File: src/pfcc_pkg.sv
// How it works
// - The first feedback divider is a 15-bit binary divide value from 1 to 32,767 that resets to 512.
// - The first feedback divider runs while its power-down bit is 0 and stops while it is 1, resetting to 0.
// - Lock is reported only after the phase difference stays within the window for more than the selected tick count.
// - The 2-bit count selector picks 10,000, 100,000, 1,000,000 or 10,000,000 feedback ticks, 00 at reset.
// - The second feedback divider is a 14-bit value from 1 to 16,383 resetting to 50, advised 8 or more above 1GHz.
// - Path select 1 uses the first divider alone (times two when the prescaler is on), else both dividers in series.
// - The feedback phase delay is the 12-bit code times 254ps over 4096 steps, code 0 meaning none, 0 at reset.
// - The second feedback divider runs while its power-down bit is 0 and stops at 1; software keeps it 0 for monitoring.
// - The charge pump runs while its power bit is 0 and is powered down and disabled at 1, resetting to 0.
// - The pump sink current, equal to the source, is on when its enable is 1 and off at 0, resetting to 1.
// - The pump gain step is 100uA with the multiplier bit at 0 and 200uA at 1, resetting to 1.
// - With the multiplier at 0 the pump current is 800, 400, 200 and 100uA for gain bits 3 down to 0.
// - With the multiplier at 1 the pump current is 1600uA plus 800, 400 and 200uA for gain bits 2, 1 and 0.
// - The force bit, 1 at reset, holds the control voltage at mid-supply and the loop unlocked until software clears it.
package pfcc_pkg;
    // Register byte addresses
    localparam logic [7:0] ADDR_LOCK_COUNT   = 8'h13;
    localparam logic [7:0] ADDR_FIRST_DIV_LO = 8'h14;
    localparam logic [7:0] ADDR_FIRST_DIV_HI = 8'h15;
    localparam logic [7:0] ADDR_WINDOW_LO    = 8'h16;
    localparam logic [7:0] ADDR_WINDOW_HI    = 8'h17;
    localparam logic [7:0] ADDR_SECOND_LO    = 8'h18;
    localparam logic [7:0] ADDR_SECOND_HI    = 8'h19;
    localparam logic [7:0] ADDR_PHASE_LO     = 8'h1A;
    localparam logic [7:0] ADDR_PHASE_HI     = 8'h1B;
    localparam logic [7:0] ADDR_PUMP_CTRL    = 8'h1C;
    localparam logic [7:0] ADDR_PUMP_POL     = 8'h1D;
    localparam logic [7:0] ADDR_PREDIV       = 8'h21;

    // Field positions inside their bytes
    localparam int LOCK_COUNT_LSB = 4;
    localparam int POWERDOWN_BIT  = 7;
    localparam int PATH_SEL_BIT   = 7;
    localparam int PUMP_OFF_BIT   = 7;
    localparam int PUMP_SINK_BIT  = 5;
    localparam int PUMP_X2_BIT    = 4;
    localparam int PUMP_POL_BIT   = 7;
    localparam int FORCE_MID_BIT  = 6;
    localparam int PREDIV_BIT     = 7;

    // Values after reset
    localparam logic [14:0] RST_FIRST_DIV   = 15'h0200;
    localparam logic [14:0] RST_WINDOW      = 15'h0100;
    localparam logic [13:0] RST_SECOND_DIV  = 14'h0032;
    localparam logic [11:0] RST_PHASE       = 12'h000;
    localparam logic [1:0]  RST_LOCK_COUNT  = 2'h0;
    localparam logic        RST_OFF         = 1'b0;
    localparam logic        RST_PATH_SEL    = 1'b1;
    localparam logic        RST_PUMP_SINK   = 1'b1;
    localparam logic        RST_PUMP_X2     = 1'b1;
    localparam logic [3:0]  RST_PUMP_GAIN   = 4'h0;
    localparam logic        RST_PUMP_POL    = 1'b0;
    localparam logic        RST_FORCE_MID   = 1'b1;
    localparam logic [5:0]  RST_PUMP_OFFSET = 6'h00;
    localparam logic        RST_PREDIV      = 1'b1;

    // Lock qualification counts in feedback ticks
    localparam int LOCK_TICKS_0 = 10000;
    localparam int LOCK_TICKS_1 = 100000;
    localparam int LOCK_TICKS_2 = 1000000;
    localparam int LOCK_TICKS_3 = 10000000;

    // Analog scaling
    localparam int PHASE_STEP_PS  = 254;
    localparam int PUMP_STEP_UA   = 100;
    localparam int PUMP_BASE_X2UA = 1600;

    // Lock detector states
    typedef enum logic [2:0] {
        PFCC_UNLOCKED = 3'b001,
        PFCC_COUNTING = 3'b010,
        PFCC_LOCKED   = 3'b100
    } pfcc_lock_t;
endpackage

File: src/pfcc_top.sv
`timescale 1ns/1ps
`default_nettype none
module pfcc_top
    import pfcc_pkg::*;
#(
    parameter logic [23:0] P_LOCK_TICKS_0 = 24'(LOCK_TICKS_0),
    parameter logic [23:0] P_LOCK_TICKS_1 = 24'(LOCK_TICKS_1),
    parameter logic [23:0] P_LOCK_TICKS_2 = 24'(LOCK_TICKS_2),
    parameter logic [23:0] P_LOCK_TICKS_3 = 24'(LOCK_TICKS_3)
) (
    input  wire logic        i_clk_sys,
    input  wire logic        i_sys_rst,
    input  wire logic [7:0]  i_reg_addr,
    input  wire logic [7:0]  i_reg_wdata,
    input  wire logic        i_reg_wr,
    input  wire logic        i_reg_rd,
    output logic      [7:0]  o_reg_rdata,
    output logic             o_reg_rvalid,
    input  wire logic        i_fb_tick,
    input  wire logic [14:0] i_phase_diff,
    output logic             o_first_locked,
    output logic      [14:0] o_first_fb_div,
    output logic             o_first_fb_div_run,
    output logic      [13:0] o_second_fb_div,
    output logic             o_second_fb_div_run,
    output logic      [29:0] o_fb_total_div,
    output logic      [20:0] o_fb_phase_delay_ps,
    output logic             o_pump_run,
    output logic             o_pump_sink_on,
    output logic      [11:0] o_pump_current_ua,
    output logic      [5:0]  o_pump_offset_current,
    output logic             o_pump_polarity,
    output logic             o_force_mid_voltage
);

    // Pump current from gain code and step multiplier
    function automatic logic [11:0] pump_ua(input logic [3:0] gain, input logic dbl);
        logic [11:0] base;
        base = 12'(PUMP_STEP_UA);
        if (dbl) begin
            pump_ua = 12'(PUMP_BASE_X2UA) + 12'({1'b0, gain[2:0]}) * base * 12'h002;
        end else begin
            pump_ua = 12'(gain) * base;
        end
    endfunction

    // Lock tick target for the selector
    function automatic logic [23:0] lock_target(input logic [1:0] sel);
        case (sel)
            2'h0:    lock_target = P_LOCK_TICKS_0;
            2'h1:    lock_target = P_LOCK_TICKS_1;
            2'h2:    lock_target = P_LOCK_TICKS_2;
            default: lock_target = P_LOCK_TICKS_3;
        endcase
    endfunction

    logic [14:0] first_fb_div_reg;
    logic        first_fb_div_off_reg;
    logic [14:0] lock_window_reg;
    logic [1:0]  lock_count_sel_reg;
    logic [13:0] second_fb_div_reg;
    logic        feedback_path_select_reg;
    logic [11:0] fb_phase_delay_reg;
    logic        second_fb_div_off_reg;
    logic        pump_off_reg;
    logic        pump_sink_on_reg;
    logic        pump_step_double_reg;
    logic [3:0]  pump_gain_reg;
    logic        pump_polarity_reg;
    logic        force_mid_voltage_reg;
    logic [5:0]  pump_offset_current_reg;
    logic        osc_prediv_select_reg;

    // Write strobes per address
    wire wr_lock_count = i_reg_wr && (i_reg_addr == ADDR_LOCK_COUNT);
    wire wr_first_lo   = i_reg_wr && (i_reg_addr == ADDR_FIRST_DIV_LO);
    wire wr_first_hi   = i_reg_wr && (i_reg_addr == ADDR_FIRST_DIV_HI);
    wire wr_window_lo  = i_reg_wr && (i_reg_addr == ADDR_WINDOW_LO);
    wire wr_window_hi  = i_reg_wr && (i_reg_addr == ADDR_WINDOW_HI);
    wire wr_second_lo  = i_reg_wr && (i_reg_addr == ADDR_SECOND_LO);
    wire wr_second_hi  = i_reg_wr && (i_reg_addr == ADDR_SECOND_HI);
    wire wr_phase_lo   = i_reg_wr && (i_reg_addr == ADDR_PHASE_LO);
    wire wr_phase_hi   = i_reg_wr && (i_reg_addr == ADDR_PHASE_HI);
    wire wr_pump_ctrl  = i_reg_wr && (i_reg_addr == ADDR_PUMP_CTRL);
    wire wr_pump_pol   = i_reg_wr && (i_reg_addr == ADDR_PUMP_POL);
    wire wr_prediv     = i_reg_wr && (i_reg_addr == ADDR_PREDIV);

    // Configuration registers, defaults on reset
    always_ff @(posedge i_clk_sys or posedge i_sys_rst) begin
        if (i_sys_rst) begin
            first_fb_div_reg         <= RST_FIRST_DIV;
            first_fb_div_off_reg     <= RST_OFF;
            lock_window_reg          <= RST_WINDOW;
            lock_count_sel_reg       <= RST_LOCK_COUNT;
            second_fb_div_reg        <= RST_SECOND_DIV;
            feedback_path_select_reg <= RST_PATH_SEL;
            fb_phase_delay_reg       <= RST_PHASE;
            second_fb_div_off_reg    <= RST_OFF;
            pump_off_reg             <= RST_OFF;
            pump_sink_on_reg         <= RST_PUMP_SINK;
            pump_step_double_reg     <= RST_PUMP_X2;
            pump_gain_reg            <= RST_PUMP_GAIN;
            pump_polarity_reg        <= RST_PUMP_POL;
            force_mid_voltage_reg    <= RST_FORCE_MID;
            pump_offset_current_reg  <= RST_PUMP_OFFSET;
            osc_prediv_select_reg    <= RST_PREDIV;
        end else begin
            if (wr_lock_count) lock_count_sel_reg <= i_reg_wdata[LOCK_COUNT_LSB +: 2];
            if (wr_first_lo) first_fb_div_reg[7:0] <= i_reg_wdata;
            if (wr_first_hi) begin
                first_fb_div_reg[14:8] <= i_reg_wdata[6:0];
                first_fb_div_off_reg   <= i_reg_wdata[POWERDOWN_BIT];
            end
            if (wr_window_lo) lock_window_reg[7:0] <= i_reg_wdata;
            if (wr_window_hi) lock_window_reg[14:8] <= i_reg_wdata[6:0];
            if (wr_second_lo) second_fb_div_reg[7:0] <= i_reg_wdata;
            if (wr_second_hi) begin
                second_fb_div_reg[13:8]  <= i_reg_wdata[5:0];
                feedback_path_select_reg <= i_reg_wdata[PATH_SEL_BIT];
            end
            if (wr_phase_lo) fb_phase_delay_reg[7:0] <= i_reg_wdata;
            if (wr_phase_hi) begin
                fb_phase_delay_reg[11:8] <= i_reg_wdata[3:0];
                second_fb_div_off_reg    <= i_reg_wdata[POWERDOWN_BIT];
            end
            if (wr_pump_ctrl) begin
                pump_off_reg         <= i_reg_wdata[PUMP_OFF_BIT];
                pump_sink_on_reg     <= i_reg_wdata[PUMP_SINK_BIT];
                pump_step_double_reg <= i_reg_wdata[PUMP_X2_BIT];
                pump_gain_reg        <= i_reg_wdata[3:0];
            end
            if (wr_pump_pol) begin
                pump_polarity_reg       <= i_reg_wdata[PUMP_POL_BIT];
                force_mid_voltage_reg   <= i_reg_wdata[FORCE_MID_BIT];
                pump_offset_current_reg <= i_reg_wdata[5:0];
            end
            if (wr_prediv) osc_prediv_select_reg <= i_reg_wdata[PREDIV_BIT];
        end
    end

    // Read-back mux, reserved bits and unmapped addresses read zero
    logic [7:0] rd_mux;
    always_comb begin
        case (i_reg_addr)
            ADDR_LOCK_COUNT:   rd_mux = {2'h0, lock_count_sel_reg, 4'h0};
            ADDR_FIRST_DIV_LO: rd_mux = first_fb_div_reg[7:0];
            ADDR_FIRST_DIV_HI: rd_mux = {first_fb_div_off_reg, first_fb_div_reg[14:8]};
            ADDR_WINDOW_LO:    rd_mux = lock_window_reg[7:0];
            ADDR_WINDOW_HI:    rd_mux = {1'b0, lock_window_reg[14:8]};
            ADDR_SECOND_LO:    rd_mux = second_fb_div_reg[7:0];
            ADDR_SECOND_HI:    rd_mux = {feedback_path_select_reg, 1'b0, second_fb_div_reg[13:8]};
            ADDR_PHASE_LO:     rd_mux = fb_phase_delay_reg[7:0];
            ADDR_PHASE_HI:     rd_mux = {second_fb_div_off_reg, 3'h0, fb_phase_delay_reg[11:8]};
            ADDR_PUMP_CTRL:    rd_mux = {pump_off_reg, 1'b0, pump_sink_on_reg, pump_step_double_reg, pump_gain_reg};
            ADDR_PUMP_POL:     rd_mux = {pump_polarity_reg, force_mid_voltage_reg, pump_offset_current_reg};
            ADDR_PREDIV:       rd_mux = {osc_prediv_select_reg, 7'h00};
            default:           rd_mux = 8'h00;
        endcase
    end

    // Read data registered, valid one cycle after the strobe
    always_ff @(posedge i_clk_sys or posedge i_sys_rst) begin
        if (i_sys_rst) begin
            o_reg_rdata  <= 8'h00;
            o_reg_rvalid <= 1'b0;
        end else begin
            o_reg_rvalid <= i_reg_rd;
            if (i_reg_rd) o_reg_rdata <= rd_mux;
        end
    end

    // Lock detector
    pfcc_lock_t  lock_state_reg;
    pfcc_lock_t  lock_state_next;
    logic [23:0] lock_cnt_reg;
    logic [23:0] lock_cnt_next;

    wire         lock_hold   = force_mid_voltage_reg || first_fb_div_off_reg;
    wire         in_window   = i_phase_diff <= lock_window_reg;
    wire [23:0]  lock_goal   = lock_target(lock_count_sel_reg);
    wire         good_tick   = i_fb_tick && in_window;
    wire         bad_tick    = i_fb_tick && !in_window;

    // Next state: count qualifying ticks, lock once the count is exceeded
    always_comb begin
        lock_state_next = lock_state_reg;
        lock_cnt_next   = lock_cnt_reg;
        case (lock_state_reg)
            PFCC_UNLOCKED: begin
                lock_cnt_next = 24'h000000;
                if (!lock_hold && good_tick) begin
                    lock_cnt_next   = 24'h000001;
                    lock_state_next = PFCC_COUNTING;
                end
            end
            PFCC_COUNTING: begin
                if (lock_hold || bad_tick) begin
                    lock_state_next = PFCC_UNLOCKED;
                end else if (good_tick) begin
                    if (lock_cnt_reg >= lock_goal) begin
                        lock_state_next = PFCC_LOCKED;
                    end else begin
                        lock_cnt_next = lock_cnt_reg + 24'h000001;
                    end
                end
            end
            PFCC_LOCKED: begin
                if (lock_hold || bad_tick) begin
                    lock_state_next = PFCC_UNLOCKED;
                end
            end
            default: begin
                lock_state_next = PFCC_UNLOCKED;
                lock_cnt_next   = 24'h000000;
            end
        endcase
    end

    // Lock state flops
    always_ff @(posedge i_clk_sys or posedge i_sys_rst) begin
        if (i_sys_rst) begin
            lock_state_reg <= PFCC_UNLOCKED;
            lock_cnt_reg   <= 24'h000000;
        end else begin
            lock_state_reg <= lock_state_next;
            lock_cnt_reg   <= lock_cnt_next;
        end
    end

    // Derived analog settings
    wire [29:0] path_div_next = feedback_path_select_reg ?
        (osc_prediv_select_reg ? {14'h0000, first_fb_div_reg, 1'b0} : {15'h0000, first_fb_div_reg})
        : 30'(first_fb_div_reg) * 30'(second_fb_div_reg);
    wire [20:0] phase_ps_next = 21'(fb_phase_delay_reg) * 21'(PHASE_STEP_PS);
    wire [11:0] pump_ua_next  = pump_ua(pump_gain_reg, pump_step_double_reg);

    // Registered outputs
    always_ff @(posedge i_clk_sys or posedge i_sys_rst) begin
        if (i_sys_rst) begin
            o_first_locked        <= 1'b0;
            o_first_fb_div        <= RST_FIRST_DIV;
            o_first_fb_div_run    <= 1'b0;
            o_second_fb_div       <= RST_SECOND_DIV;
            o_second_fb_div_run   <= 1'b0;
            o_fb_total_div        <= 30'h00000000;
            o_fb_phase_delay_ps   <= 21'h000000;
            o_pump_run            <= 1'b0;
            o_pump_sink_on        <= 1'b0;
            o_pump_current_ua     <= 12'h000;
            o_pump_offset_current <= RST_PUMP_OFFSET;
            o_pump_polarity       <= RST_PUMP_POL;
            o_force_mid_voltage   <= RST_FORCE_MID;
        end else begin
            o_first_locked        <= (lock_state_next == PFCC_LOCKED);
            o_first_fb_div        <= first_fb_div_reg;
            o_first_fb_div_run    <= !first_fb_div_off_reg;
            o_second_fb_div       <= second_fb_div_reg;
            o_second_fb_div_run   <= !second_fb_div_off_reg;
            o_fb_total_div        <= path_div_next;
            o_fb_phase_delay_ps   <= phase_ps_next;
            o_pump_run            <= !pump_off_reg;
            o_pump_sink_on        <= pump_sink_on_reg && !pump_off_reg;
            o_pump_current_ua     <= pump_off_reg ? 12'h000 : pump_ua_next;
            o_pump_offset_current <= pump_offset_current_reg;
            o_pump_polarity       <= pump_polarity_reg;
            o_force_mid_voltage   <= force_mid_voltage_reg;
        end
    end

endmodule // pfcc_top
`default_nettype wire

File: config.mk
export PLATFORM = sky130hd
export DESIGN_NAME = pfcc_top
export DESIGN_NICKNAME = d
export VERILOG_FILES = /design/src/pfcc_pkg.sv /design/src/pfcc_top.sv
export SDC_FILE = /design/constraint.sdc
export NUM_CORES = 1
export LEC_CHECK = 0
export BUFFER_PORTS_ARGS = -buffer_cell sky130_fd_sc_hd__clkbuf_2
export CAP_MARGIN = 0
export CORE_ASPECT_RATIO = 1.75
export CORE_MARGIN = 2
export CORE_UTILIZATION = 40
export CTS_BUF_LIST = sky130_fd_sc_hd__clkbuf_8
export DETAILED_ROUTE_END_ITERATION = 8
export HOLD_SLACK_MARGIN = 0.02
export SLEW_MARGIN = 25
export SYNTH_ARGS = -nofsm -noshare
export SYNTH_HDL_FRONTEND = slang
export SYNTH_SLANG_ARGS = --single-unit
export TNS_END_PERCENT = 100
File: constraint.sdc
create_clock -name i_clk_sys -period 7.74 [get_ports i_clk_sys]
set_clock_uncertainty 0.1 [all_clocks]
set_input_delay 1.161 -clock i_clk_sys [delete_from_list [all_inputs] [get_ports i_clk_sys]]
set_output_delay 1.161 -clock i_clk_sys [all_outputs]
set_load 0.02 [all_outputs]
==> results of run 1 <==
## cell families (layout without fill, tap and decap cells)
kind of cell               after synthesis  after routing  synth area share
adders and majority gates              372            372             0.325
DFF                                    213            213             0.285
xor gates and xnor gates                41             41            0.0191
AOI/OAI and AO/OA                      240            240            0.0866
muxes                                  122            122            0.0722
other                                    1              7          0.000200
buffers and inverters                  366            501            0.0758
and+or+nand+nor                        490            490             0.137
## layer usage
layer  share of wire  GRT usage
met4           0.040     0.0859
met2            0.55      0.392
met3           0.045     0.0313
met5               0          0
met1            0.37      0.237
## worst max path at each step
stage                                from                     to  cells past startpoint
floorplan                       i_sys_rst  fb_phase_delay_reg[0]                      1
global placement    second_fb_div_reg[10]     o_fb_total_div[27]                     20
detailed placement  second_fb_div_reg[10]     o_fb_total_div[27]                     20
CTS                 second_fb_div_reg[10]     o_fb_total_div[27]                     20
global route        second_fb_div_reg[10]     o_fb_total_div[27]                     20
finish              second_fb_div_reg[10]     o_fb_total_div[27]                     20
## final cells by class
type | count | area [µm²]
Fill cell | 4464 | 25800
Multi-Input combinational cell | 1270 | 12000
Sequential cell | 213 | 5350
Inverter | 275 | 1040
Timing Repair Buffer | 165 | 878
Tap cell | 588 | 736
Clock buffer | 43 | 592
Clock inverter | 18 | 166
Antenna cell | 2 | 5.00
## per-stage QoR
| step | area (µm²) | setup WS (ps) | cells |
|---|---|---|---|
| CTS | 20800 | 802 | 2572 |
| global placement | 20000 | 927 | 2511 |
| detailed placement | 20000 | 814 | 2511 |
| floorplan | 18800 | 683 | 1849 |
| global route | 20800 | 611 | 2574 |
| finish | 20800 | 773 | 2574 |
## worst reg2reg max path, delay by kind of cell, from the launching register on
kind	cells	cell delay, ps
AOI/OAI and AO/OA	5	1300
adders and majority gates	7	3530
buffers and inverters	4	220
DFF	1	630
muxes	1	350
and+or+nand+nor	3	730
## where the power goes
part	internal, µW	switching (µW)
combinational	329	492
sequential	1200	82.3
clock	606	498
total	2130	1070
## placed cells by master, fill, tap and decap left out, types with 10 or more instances in the layout
| master | synthesis | routed |
|---|---|---|
| a211oi_1 | 12 | 12 |
| nand2b_1 | 21 | 21 |
| nor3_1 | 18 | 18 |
| nand2_1 | 177 | 177 |
| a21oi_1 | 59 | 58 |
| and3_1 | 12 | 12 |
| dfstp_2 | 16 | 15 |
| ha_1 | 179 | 179 |
| mux2_2 | 75 | 75 |
| xnor2_1 | 29 | 29 |
| dfrtp_1 | 197 | 197 |
| and2_1 | 101 | 101 |
| clkbuf_8 | 0 | 43 |
| o22ai_1 | 10 | 10 |
| clkbuf_2 | 0 | 144 |
| buf_4 | 5 | 21 |
| o31ai_1 | 12 | 12 |
| o21ai_0 | 34 | 34 |
| a21o_1 | 26 | 26 |
| nand4_1 | 11 | 11 |
| nand3_1 | 25 | 25 |
| mux2i_1 | 40 | 40 |
| xor2_1 | 12 | 12 |
| nor2_1 | 65 | 65 |
| fa_1 | 193 | 193 |
| inv_1 | 275 | 283 |
==> summary.md, run 1 <==
| Metric | Value |
|---|---|
| Top-count cell post-synth | `inv_1` |
| Total clock sinks | `213` |
| Final Util | `0.446` |
| WHS Endpoint | `o_pump_offset_current[5]` |
| Minimum clock period | `6970 ps` |
| Drt first pass iters | `5` |
| Pwr Total | `3210 µW` |
| Peak VDD IR | `0.0000955 V` |
| Synth Warn # | `0` |
| Post-CTS Hold Fix Bufs | `0` |
| Post-CTS setup buffer count | `0` |
| Overall routing resource usage | `0.210` |
| Width of the die | `168 µm` |
| Site Rows | `105` |
| Crit path top cell by count | `fa_1` |
| Worst path bufs/invs | `4` |
| DR iter-0 viols | `625` |
| Layout Nets | `approximately 2400` |
| CP Class | `reg -> reg` |
| Max reg flops | `29` |
| Synthesized area | `between 15000 and 20000 µm²` |
| Slowest cell delay on critical path | `630 ps` |
| Post-DP HPWL | `39.0 mm` |
| Worst Max-Slew Pin Slew | `998 ps` |
| Synth area leaders | `dfrtp_1, fa_1, ha_1` |
| Worst r2r src | `second_fb_div_reg[10]` |
| CTS resizes | `0` |
| Slew margin rel. | `0.333` |
| FMAX | `0.144 GHz` |
| Max Slew Vio Count | `0` |
| Final-report setup violation count | `0` |
| Peak fanout along the critical path | `18` |
| DR vias | `roughly 14000` |
| Total grt overflow | `0` |
| Min-Delay Path Class | `reg -> reg` |
| Final WL | `49.5 mm` |
| Crit path DAT | `7320 ps` |
| Root Buffer | `clkbuf_8` |
| Die height | `291 µm` |
| Cell variety after synth | `82` |
| Synth Register Bits | `approximately 210` |
| Initial antenna violation count | `2` |
| Top cell type by total area after synthesis | `dfrtp_1` |
| FF-to-FF End | `o_fb_total_div[27]` |
| Top FF cell, synth | `dfrtp_1` |
| # Max-Cap Violations | `0` |
| Mapped Cells | `1845` |
| CTS tree | `built` |
| Reg2Reg Setup Slack | `770 ps` |
| CP Launch Type | `register` |
| CP top delay family | `adder cells` |
| Slowest-stage cell, CP | `dfrtp_1` |
| RSZ-0062 raised after global routing | `false` |
| First-pass GRT wire length | `81.2 mm` |
| H-tree Lvls | `2` |
| Die area | `48800 µm²` |
| Commonest cells in the netlist | `inv_1, dfrtp_1, fa_1` |
| I/O Buffers | `between 100 and 150` |
| Post-DRT Antenna Nets | `0` |
| Routed len/inst | `roughly 19 µm` |
| Critical Path RT | `8090 ps` |
| Starting Density | `0.403` |
| Final Cycle Share | `0.900` |
| Core Area | `46600 µm²` |
| Min-delay src | `pump_offset_current_reg[5]` |
| PwrDens | `154 nW/µm²` |
| Hold Crit Depth | `0` |
| Hold_ws | `334 ps` |
| # IOs | `150` |
| CTS Buf Count | `35` |
| Worst-case clock buffer depth | `3` |
| Lkg Pwr | `0.0108 µW` |
| Post-synth ARST share | `1.00` |
| Status | `completed` |
| Synth top area share | `0.262` |
| Global placement routability congestion | `0.860` |
| CP cell instances | `and2_1, fa_1, inv_1, fa_1, inv_1, fa_1, fa_1, fa_1, inv_1, fa_1, inv_1, ha_1, and2_1, and3_1, o2bb2ai_1, a41oi_2, a21oi_1, a41o_1, a221oi_2, mux2_2` |
| Vias in the first global route | `between 10000 and 15000` |
| Share of layout cells above drive strength 1 | `0.170` |
| R2R depth | `20` |
| Number of synthesized flops with an enable pin | `0` |
| Remaining DRCs | `0` |
| Sequential fraction of the synthesis area | `0.285` |
| Mean Syn Cell Area | `10.2 µm²` |
| Critical Path Sink Type | `register` |
| Worst-path clk slew | `about 70 ps` |
| Largest net degree at the start of global routing | `97` |
| Endpoints failing hold | `0` |
| Vias per inst | `5.29` |
| Area Overhead vs Synth | `10.7%` |
| Final TNS setup | `0 ps` |
| Worst skew pair latency | `around 570 ps` |
(Power assumes the default switching activity.)
==> run 2: changes to the inputs <==
--- a/config.mk
+++ b/config.mk
@@ -8,7 +8,6 @@
 export BUFFER_PORTS_ARGS = -buffer_cell sky130_fd_sc_hd__clkbuf_2
 export CAP_MARGIN = 0
 export CORE_ASPECT_RATIO = 1.75
-export CORE_MARGIN = 2
 export CORE_UTILIZATION = 40
 export CTS_BUF_LIST = sky130_fd_sc_hd__clkbuf_8
 export DETAILED_ROUTE_END_ITERATION = 8
==> run 2 against run 1 <==
Compared with the run above: the flow now finishes with violations (design-rule violations); hold slack got worse by 37 ps; first-iteration DRC count rose by 12%; combinational power barely moved; largest cell class unchanged; clock power fell by 8%; flip-flop and latch count unchanged; global-route usage is 0.69 points higher; utilization rose by 0.26 points; die area is 1.9% lower; highest routed layer unchanged; non-clock buffer count unchanged; sequential power barely moved; setup slack gained 130 ps.
==> summary.md, run 2 (same netlist as run 1, synthesis figures left out) <==
| Metric | Value |
|---|---|
| CTS tree | `built` |
| Max Slew Vio Count | `0` |
| CP cell instances | `and2_1, fa_1, inv_1, fa_1, inv_1, fa_1, fa_1, fa_1, inv_1, fa_1, inv_1, ha_1, and2_1, and3_1, o2bb2ai_1, a41oi_2, a21oi_1, a41o_1, a221oi_2, mux2_2` |
| Total clock sinks | `213` |
| Failing checks | `design-rule violations` |
| Worst-case clock buffer depth | `3` |
| Register Area | `5350 µm²` |
| Final WL | `49.8 mm` |
| Slowest-stage cell, CP | `dfrtp_1` |
| CP Class | `reg -> reg` |
| Hold_ws | `approximately 300 ps` |
| CTS resizes | `0` |
| Fill cells | `4383` |
| CTS Buf Count | `36` |
| Die height | `289 µm` |
| Routed len/inst | `between 15 and 20 µm` |
| Slowest cell delay on critical path | `~630 ps` |
| DR vias | `around 14000` |
| Logic pwr share | `0.265` |
| Peak VDD IR | `roughly 0.000090 V` |
| Post-CTS Hold Fix Bufs | `0` |
| Critical Path RT | `8100 ps` |
| Crit path top cell by count | `fa_1` |
| Initial antenna violation count | `1` |
| Vias in the first global route | `14800` |
| RSZ-0062 raised after global routing | `false` |
| Minimum clock period | `6840 ps` |
| Endpoints failing hold | `0` |
| Starting Density | `0.407` |
| Int Pwr | `about 2000 µW` |
| Max reg flops | `29` |
| Global placement routability congestion | `0.882` |
| Lkg Pwr | `about 0.011 µW` |
| Worst path bufs/invs | `4` |
| Overall routing resource usage | `0.217` |
| Switching share of power | `0.350` |
| Die area | `47900 µm²` |
| PwrDens | `150 nW/µm²` |
| Final Cycle Share | `0.884` |
| I/O Buffers | `~140` |
| Site Rows | `104` |
| Final-report setup violation count | `0` |
| FMAX | `0.146 GHz` |
| NetSw | `1090 µW` |
| Root Buffer | `clkbuf_8` |
| Core Area | `46200 µm²` |
| Vias per inst | `5.30` |
| Worst Max-Slew Pin Slew | `a little under 1000 ps` |
| Layout Nets | `roughly 2400` |
| Setup WS post-layout | `approximately 900 ps` |
| Peak fanout along the critical path | `18` |
| Sequential Power Share | `0.412` |
| Status | `finished with violations` |
| Worst skew pair latency | `570 ps` |
| # Max-Cap Violations | `0` |
| Pre-CTS worst setup slack | `around 920 ps` |
| Commonest non-fill, non-tap cells in the layout | `inv_1, dfrtp_1, fa_1` |
| Critical Path Sink Type | `register` |
| Post-CTS setup buffer count | `0` |
| Drt first pass iters | `8` |
| Min-Delay Path Class | `reg -> reg` |
| Final TNS setup | `0 ps` |
| Post-DRT Antenna Nets | `0` |
| Total grt overflow | `0` |
| DR iter-0 viols | `697` |
| Multi-input logic area | `12000 µm²` |
| Area Overhead vs Synth | `10.3%` |
| Commonest non-fill, non-tap cell in the layout | `inv_1` |
| Width of the die | `about 170 µm` |
| CP top delay family | `adder cells` |
| First-pass GRT wire length | `between 80 and 90 mm` |
| Share of layout cells above drive strength 1 | `0.169` |
| Post-DP HPWL | `39.3 mm` |
| Worst-path clk slew | `roughly 60 ps` |
| # IOs | `150` |
| Crit path DAT | `7200 ps` |
| Largest net degree at the start of global routing | `86` |
| Slew margin rel. | `0.341` |
| CP Launch Type | `register` |
| H-tree Lvls | `2` |
| Remaining DRCs | `20` |
| Clock power share | `0.323` |
| Pwr Total | `3110 µW` |
## run 2: changes by cell type in the layout (fill, tap and decap cells not counted), moves of 2 or more
cell / before / now
clkinvlp_4: 2 / 4
clkinv_2: 2 / 4
clkbuf_8: 43 / 41
inv_1: 283 / 289
bufinv_16: 3 / 0
## run 2: area by class of cell
cell class                 count  area share
clock inverter                25     0.00609
timing repair buffer         165      0.0425
antenna                        1    0.000121
inverter                     275      0.0501
multi-input combinational   1270       0.581
tap                          583      0.0352
clock buffer                  41      0.0272
sequential                   213       0.258
## run 2: metal layers
layer,vias up,part of all wire,track usage
met5,-,0,0
met4,0,0.041,0.0935
met3,128,0.041,0.0271
met2,351,0.54,0.419
met1,6862,0.37,0.238
li1,6288,-,-
## run 2: power groups by stage
stage	logic, µW	clock network (µW)	registers [µW]
after floorplan	563	0	1320
after global placement	819	0	1300
after detailed placement	834	0	1300
after CTS	841	1040	1280
after global routing	934	1080	1290
final	823	1010	1280
## run 2: worst paths after layout
| path | from | slack, ps | end | depth (start not counted) |
|---|---|---|---|---|
| max | second_fb_div_reg[9] | 900 | o_fb_total_div[27] | 20 |
| max reg2reg | second_fb_div_reg[9] | 900 | o_fb_total_div[27] | 20 |
| min reg2reg | pump_offset_current_reg[2] | 300 | o_pump_offset_current[2] | 0 |
| min in group asynchronous | i_sys_rst | 560 | o_fb_phase_delay_ps[19] | 2 |
| max in group asynchronous | i_sys_rst | 5670 | o_fb_total_div[16] | 3 |
| min | pump_offset_current_reg[2] | 300 | o_pump_offset_current[2] | 0 |
## run 2: worst register-to-register path, cell delays in order, from the launching register on
cell       delay, ps
dfrtp_1          630
and2_1           330
fa_1             520
inv_1             50
fa_1             480
inv_1             60
fa_1             530
fa_1             530
fa_1             550
inv_1             60
fa_1             530
inv_1             40
ha_1             330
and2_1           200
and3_1           210
o2bb2ai_1        140
a41oi_2          230
a21oi_1          230
a41o_1           350
a221oi_2         260
mux2_2           350
## run 2: through the flow
step / cell area (µm²) / cells / utilization
floorplan: 18800 / 1849 / -
global placement: 20000 / 2506 / 0.434
detailed placement: 20000 / 2506 / 0.434
CTS: 20700 / 2572 / 0.449
global route: 20700 / 2573 / 0.449
finish: 20700 / 2573 / 0.449
